`config.mk`:
```
export PLATFORM = sky130hd
export DESIGN_NAME = swdt_top
export DESIGN_NICKNAME = d
export VERILOG_FILES = /design/src/swdt_pkg.sv /design/src/swdt_pulse.sv /design/src/swdt_top.sv
export SDC_FILE = /design/constraint.sdc
export NUM_CORES = 1
export LEC_CHECK = 0
export BUFFER_PORTS_ARGS = -buffer_cell sky130_fd_sc_hd__buf_2
export CORE_MARGIN = 5
export CORE_UTILIZATION = 35
export CTS_BUF_LIST = sky130_fd_sc_hd__clkbuf_8 sky130_fd_sc_hd__clkbuf_16
export DETAILED_ROUTE_END_ITERATION = 10
export PLACE_DENSITY = 0.55
export SYNTH_ARGS = -nofsm -noshare
export SYNTH_HDL_FRONTEND = slang
export SYNTH_SLANG_ARGS = --single-unit
```
`constraint.sdc`:
```
create_clock -name mclk -period 2.95 [get_ports mclk]
set_clock_uncertainty 0.15 [all_clocks]
set_input_delay 0.59 -clock mclk [delete_from_list [all_inputs] [get_ports mclk]]
set_output_delay 0.59 -clock mclk [all_outputs]
set_load 0.02 [all_outputs]
```
`src/swdt_pkg.sv`:
```
// Package for the system watchdog timer: constants, types and encodings.
// Assumes a single 10 MHz clock domain.
package swdt_pkg;

  // Clock rate and unit timing
  localparam int unsigned CLK_HZ = 10000000;
  localparam int unsigned CLK_PERIOD_NS = 100;

  // Firmware call selection codes
  localparam logic [7:0] FUNC_CODE = 8'h6f;
  localparam logic [7:0] SUBF_SET_PERIOD = 8'h02;

  // Time-out value width and reset value
  localparam int unsigned TOUT_W = 8;
  localparam logic [7:0] TOUT_RST = 8'h00;

  // Unit-select encodings: seconds or minutes per count step
  localparam int unsigned UNIT_SEC_S = 1;
  localparam int unsigned UNIT_MIN_S = 60;

  // Cycles per unit step, derived from the rate
  localparam int unsigned SEC_CYC_DEF = UNIT_SEC_S * CLK_HZ;
  localparam int unsigned MIN_CYC_DEF = UNIT_MIN_S * CLK_HZ;

  // Prescaler width, large enough for a minute of cycles
  localparam int unsigned PRE_W = 30;

  // Reset synchroniser depth
  localparam int unsigned SYNC_N = 2;

  // Expiry action selection
  typedef enum logic {
    SWDT_ACT_RESET,
    SWDT_ACT_NMI
  } swdt_act_t;

  // Command from the firmware call path
  typedef struct packed {
    logic valid;
    logic [7:0] func;
    logic [7:0] subf;
    logic [7:0] value;
  } swdt_cmd_t;

endpackage

```
`src/swdt_pulse.sv`:
```
// Expiry pulse stretcher: holds the selected expiry output for a fixed
// number of cycles. Assumes a trigger on the same clock as mclk.
`timescale 1ns/1ps
`default_nettype none
module swdt_pulse #(
  parameter int unsigned LEN = 16
) (
  // Clock and reset
  input wire logic mclk,
  input wire logic rst_n,
  // Trigger and stretched output
  input wire logic trig,
  output logic pulse
);

  logic [7:0] cnt_r;
  logic [7:0] cnt_nxt;

  // Load on trigger, count down to zero
  always_comb begin
    cnt_nxt = cnt_r;
    if (trig) begin
      cnt_nxt = 8'(LEN);
    end else if (cnt_r != 8'h00) begin
      cnt_nxt = cnt_r - 8'h01;
    end
  end

  always_ff @(posedge mclk or negedge rst_n) begin
    if (!rst_n) begin
      cnt_r <= 8'h00;
    end else begin
      cnt_r <= cnt_nxt;
    end
  end

  assign pulse = (cnt_r != 8'h00);

endmodule
`default_nettype wire

```
`src/swdt_top.sv`:
```
// System watchdog timer: software loads an 8-bit time-out through a
// firmware call; countdown expiry forces a cold reset or an NMI.
// Assumes the firmware call decoder on mclk drives the command strobe.
//
// Functional notes
// [RULE1] Function 6FH, sub-function 2 loads a new time-out value.
// [RULE2] A nonzero loaded value starts the countdown toward zero.
// [RULE3] Countdown reaching zero resets the system. The code gives an NMI instead, with no reset, when act_nmi selects it.
// [RULE4] Expiry gives either a cold reset or an NMI, by selection.
// [RULE5] Software reloads before expiry; each reload restarts the countdown.
// [RULE6] Loading zero disables the watchdog; no expiry follows.
// [RULE7] Step duration follows a separate unit-select setting.
// [RULE8] Software refreshes with at least 10% margin below the time-out.
// [RULE9] Software loads zero before a supervised program ends.
// [RULE10] Time-out register is 8 bits and zero after reset.
`timescale 1ns/1ps
`default_nettype none
module swdt_top #(
  parameter int unsigned SEC_CYC = swdt_pkg::SEC_CYC_DEF,
  parameter int unsigned MIN_CYC = swdt_pkg::MIN_CYC_DEF,
  parameter int unsigned PULSE_LEN = 16
) (
  // Clock and reset
  input wire logic mclk,
  input wire logic resetn,
  // Firmware call command, same clock domain
  input wire swdt_pkg::swdt_cmd_t cmd,
  // Setup options, static levels from setup storage
  input wire logic unit_min,
  input wire logic act_nmi,
  // Expiry outputs
  output logic cold_reset,
  output logic nmi,
  // Status
  output logic running,
  output logic [7:0] count_out
);

  // Reset release through two flip-flops
  logic [1:0] rst_sync_r;
  logic rst_n;

  always_ff @(posedge mclk or negedge resetn) begin
    if (!resetn) begin
      rst_sync_r <= 2'b00;
    end else begin
      rst_sync_r <= {rst_sync_r[0], 1'b1};
    end
  end

  assign rst_n = rst_sync_r[1];

  // Setup option levels pass two flip-flops
  logic [1:0] unit_s1_r;
  logic [1:0] opt_r;

  always_ff @(posedge mclk or negedge rst_n) begin
    if (!rst_n) begin
      unit_s1_r <= 2'b00;
      opt_r <= 2'b00;
    end else begin
      unit_s1_r <= {act_nmi, unit_min};
      opt_r <= unit_s1_r;
    end
  end

  // Decode a period-setting call
  function automatic logic is_set_period(swdt_pkg::swdt_cmd_t c);
    return c.valid && (c.func == swdt_pkg::FUNC_CODE) &&
      (c.subf == swdt_pkg::SUBF_SET_PERIOD);
  endfunction

  logic load;
  assign load = is_set_period(cmd); // [RULE1]

  // Countdown state
  logic [7:0] tout_r;
  logic [7:0] tout_nxt;
  logic [swdt_pkg::PRE_W-1:0] pre_r;
  logic [swdt_pkg::PRE_W-1:0] pre_nxt;
  logic run_r;
  logic run_nxt;
  logic expire;
  logic [swdt_pkg::PRE_W-1:0] step_max;

  // Unit select picks the step length
  assign step_max = opt_r[0] ? swdt_pkg::PRE_W'(MIN_CYC - 1) :
    swdt_pkg::PRE_W'(SEC_CYC - 1); // [RULE7]

  always_comb begin
    tout_nxt = tout_r;
    pre_nxt = pre_r;
    run_nxt = run_r;
    expire = 1'b0;
    if (load) begin
      tout_nxt = cmd.value; // [RULE5]
      pre_nxt = '0;
      run_nxt = (cmd.value != 8'h00); // [RULE2] [RULE6]
    end else if (run_r) begin
      if (pre_r >= step_max) begin
        pre_nxt = '0;
        tout_nxt = tout_r - 8'h01;
        if (tout_r == 8'h01) begin
          run_nxt = 1'b0;
          expire = 1'b1; // [RULE3]
        end
      end else begin
        pre_nxt = pre_r + swdt_pkg::PRE_W'(1);
      end
    end
  end

  always_ff @(posedge mclk or negedge rst_n) begin
    if (!rst_n) begin
      tout_r <= swdt_pkg::TOUT_RST; // [RULE10]
      pre_r <= '0;
      run_r <= 1'b0;
    end else begin
      tout_r <= tout_nxt;
      pre_r <= pre_nxt;
      run_r <= run_nxt;
    end
  end

  // Route expiry to the selected action
  logic rst_trig;
  logic nmi_trig;
  assign rst_trig = expire && (opt_r[1] == swdt_pkg::SWDT_ACT_RESET);
  assign nmi_trig = expire && (opt_r[1] == swdt_pkg::SWDT_ACT_NMI); // [RULE4]

  swdt_pulse #(
    .LEN(PULSE_LEN)
  ) u_rst_pulse (
    .mclk(mclk),
    .rst_n(rst_n),
    .trig(rst_trig),
    .pulse(cold_reset)
  );

  swdt_pulse #(
    .LEN(PULSE_LEN)
  ) u_nmi_pulse (
    .mclk(mclk),
    .rst_n(rst_n),
    .trig(nmi_trig),
    .pulse(nmi)
  );

  assign running = run_r;
  assign count_out = tout_r;

  // Checks
  load_zero_a: assert property (@(posedge mclk) disable iff (!rst_n) // [RULE6]
    load && cmd.value == 8'h00 |=> !running ##1 !cold_reset && !nmi)
    else $error("zero load did not disable");
  load_run_a: assert property (@(posedge mclk) disable iff (!rst_n) // [RULE2]
    load && cmd.value != 8'h00 |=> running && count_out == $past(cmd.value))
    else $error("nonzero load did not start");
  reload_a: assert property (@(posedge mclk) disable iff (!rst_n) // [RULE5]
    load |=> pre_r == '0 && tout_r == $past(cmd.value))
    else $error("reload did not restart");
  expire_out_a: assert property (@(posedge mclk) // [RULE4]
    disable iff (!rst_n) expire |=> (cold_reset ^ nmi))
    else $error("expiry gave no single action");
  expire_when_a: assert property (@(posedge mclk) // [RULE3]
    disable iff (!rst_n) expire |-> (running && count_out == 8'h01)
    ##1 (!running && count_out == 8'h00))
    else $error("expiry at wrong count");
  idle_quiet_a: assert property (@(posedge mclk) // [RULE6]
    disable iff (!rst_n) !running && !load |=> !running && $stable(count_out))
    else $error("disabled watchdog moved");
  step_unit_a: assert property (@(posedge mclk) disable iff (!rst_n) // [RULE7]
    run_r && !load && pre_r < step_max |=> tout_r == $past(tout_r))
    else $error("count stepped early");
  func_code_a: assert property (@(posedge mclk) disable iff (!rst_n) // [RULE1]
    cmd.valid && cmd.func != swdt_pkg::FUNC_CODE |-> !load)
    else $error("wrong function accepted");
  reset_zero_a: assert property (@(posedge mclk) // [RULE10]
    $rose(rst_n) |-> tout_r == 8'h00 && !running)
    else $error("time-out not zero after reset");

endmodule
`default_nettype wire

```
==> impl_metrics.ini <==
[final_layout]
fillers = 951
syn2layout_area_growth_pct = 19.5
finalNonFillerCells = 567
n_antenna_cell = 0
drive_gt1_frac = 0.198
nets = 477
post-route-util = 0.430

[synth]
synth_cells = 371
synth_edf_count = 0
synth_warnings = 0
yosysSeqAreaShare = 0.434
syn_area_um2 = 3510
ys_ff_latch = 61
ys.flop_type = dfrtp_1
yosysUniqueCellTypes = 51
syn-num-nets = 419
async_reset_ff_frac = 1.00
synth_area_per_cell_um2 = 9.47

[global_route]
grt_usage = 0.137
grt_max_degree = 56
grt_pass1_wl_um = 13300
grt_overflow = 0
grt_pass1_vias = 2886
antenna_found_initial = 0

[floorplan]
die_area_um2 = 12100
die_width_um = 110
die-height_um = 110
start_util = 0.360
rows = 36
io_pins = 40
coreArea_um2 = 9770

[pwr]
p_total_w = 0.00167
powerDensity_nw_per_um2 = 397
leakagePower_nw = 1.79
peakVddDrop_mv = 0.178

[min_path]
hold_class = reg -> reg
hold-path-endpoint = rst_sync_r[1]
hp-start = rst_sync_r[0]
holdPathStages = 0

[critical_path]
r2r_slack_ns = 0.24
cp_max_fo = 4
r2r_end = u_nmi_pulse.cnt_r[4]
crit_type = reg -> out
slowest_stage = dfrtp_1
crit_chain = inv_1 > ha_2 > or3b_4 > or3_4 > nor3_4 > inv_2 > buf_4
cpPeakStageDelay_ns = 0.40
end_kind = output port
arrival_ns = 2.10
ff2ff_path_depth = 9
r2r_start = opt_r[0]
cp.required_ns = 2.21
start_kind = flop

[clock_tree]
path_clk_slew_ns = 0.08
cts_sinks = 61
htreeDepth = 3
clock_latency_ns = 0.34
cts_tree = yes
cts_buffers = 9
cts_buffer_depth = 2
cts-root-buf = clkbuf_8

[route]
via_count = 2851
wl_um = 7590
ant_nets = 0
viasPerCell = 5.03
dr.pass1.iters = 4
first_iter_violations = 90
wire_per_inst_um = 13.4
drc_errors = 0

[place]
dpl.hpwl_um = 5330
dp.cells = 545
portBuffers = 39
gp_congestion = 0.802
pre_cts_ws_ns = 0.121

[timing]
tightest_slew_ns = 0.723
finalCritPeriodShare = 0.964
period_minus_slack_ns = 2.84
setup_viol = 0
hold_viol_final = 0
rsz0062_at_grt = false
drv_slew = 0
setup_tns_ns = 0
fmax_ghz = 0.352
fin_ws_ns = 0.106
slew_headroom = 0.518

[run]
max-cap-violations = 0

[run_status]
status = finished, final reports clean
## cell type report
type	count	area [µm²]	share of cell area
clock buffers	11	151	0.0361
clock inverters	5	51.3	0.0122
inverters	17	63.8	0.0152
multi-input cells	284	1910	0.454
flip-flops and latches	61	1530	0.364
well taps	133	166	0.0396
repair buffers	56	330	0.0787
## metrics by stage
stage	instance area, µm²	hold slack (ns)
floorplan	3510	0.144
global placement	3930	-0.0879
detailed placement	3930	-0.0834
CTS	4190	0.180
global route	4200	0.179
finish	4200	0.198
## timing repair
item | 4_1_cts | 5_1_grt
hold endpoints to repair | 6 | 0
buffers inserted | 3 | 1
setup endpoints to repair | 1 | 2
pin swaps | 2 | 3
hold buffers | 2 | 0
resized for setup | 6 | 1
## cells in the final DEF, fill, tap and decap left out, types with 4 or more instances in the layout
cell type  synthesis  layout
dfrtp_1           61      60
nor2_1            55      55
buf_2              4      38
xnor2_1           26      26
nand2_1           24      24
ha_1              19      18
inv_1             17      16
buf_4              0      16
nand3_1           15      15
nor4_1            14      14
nor3_1            14      14
a21oi_1           13      13
o21ai_0           11      11
xor2_1            11      11
clkbuf_8           0      11
nand4_1            9       9
or4_1              7       7
o211ai_1           6       6
nand3b_1           5       5
nand2b_1           4       4
nand4b_1           4       4
nor2b_1            4       4
## state kept, by name (all words and copies together) (netlist names)
register and count:
pre_r 30, count_out 8, u_nmi_pulse.cnt_r 8, u_rst_pulse.cnt_r 8, opt_r 2, rst_sync_r 2
unit_s1_r 2, running 1
## power breakdown
group	internal [W]	switching, W
Sequential	0.000841	0.00000312
Clock	0.000431	0.000333
Combinational	0.0000260	0.0000343
Total	0.00130	0.000370
## cells in the mapped netlist, types with 2 or more instances
master	count	area share
nor4b_1	2	0.0050
nor2b_1	4	0.0071
xnor2_1	26	0.065
nand4b_1	4	0.010
o21ai_0	11	0.016
o21a_1	3	0.0064
xor2_1	11	0.027
and4_1	2	0.0050
nand2b_1	4	0.0071
dfrtp_1	61	0.43
or4_1	7	0.015
nor3_2	2	0.0057
buf_2	4	0.0057
nor2_1	55	0.059
nand4_1	9	0.016
nor3_1	14	0.020
a211o_1	3	0.0075
a21oi_1	13	0.019
inv_1	17	0.018
nor4_1	14	0.025
or3_1	3	0.0053
ha_1	19	0.068
and3_1	2	0.0036
clkbuf_1	5	0.0053
nand2_1	24	0.026
nand3_1	15	0.021
nor3b_1	2	0.0043
mux2_2	2	0.0064
o211ai_1	6	0.013
a21o_1	2	0.0043
nand3b_1	5	0.011
## metal layers
layer,GRT usage,vias up,part of all wire
met5,0,-,0
met4,0.0422,0,0.010
met3,0.0285,8,0.026
met2,0.234,38,0.48
met1,0.175,1370,0.48
li1,-,1435,-
## logic make-up (layout without fill, tap and decap cells)
logic type      Yosys count  in the layout  synth area share
mux                       3              3           0.00926
flops                    61             61             0.434
simple gates            177            177             0.276
fa+ha+maj                19             19            0.0676
other cells               1              1           0.00107
compound gates           47             47            0.0901
xor+xnor                 37             37            0.0922
buf+inv                  26             89            0.0292
## critical path: cells and delay by family, from the launching register on
kind                       cells  cell delay (ns)
and+or+nand+nor                3             0.89
buffers and inverters          3             0.30
DFF                            1             0.40
adders and majority gates      1             0.17
## how the worst max path moves through the flow
stage | start | to | slack (ns)
after CTS | u_rst_pulse.cnt_r[1] | cold_reset | 0.002
after global placement | u_rst_pulse.cnt_r[0] | cold_reset | 0.17
after floorplan | u_rst_pulse.cnt_r[0] | cold_reset | 0.36
after detailed placement | u_rst_pulse.cnt_r[0] | cold_reset | 0.12
final | u_rst_pulse.cnt_r[1] | cold_reset | 0.11
after global routing | u_rst_pulse.cnt_r[1] | cold_reset | 0.02
(Power assumes the default switching activity.)
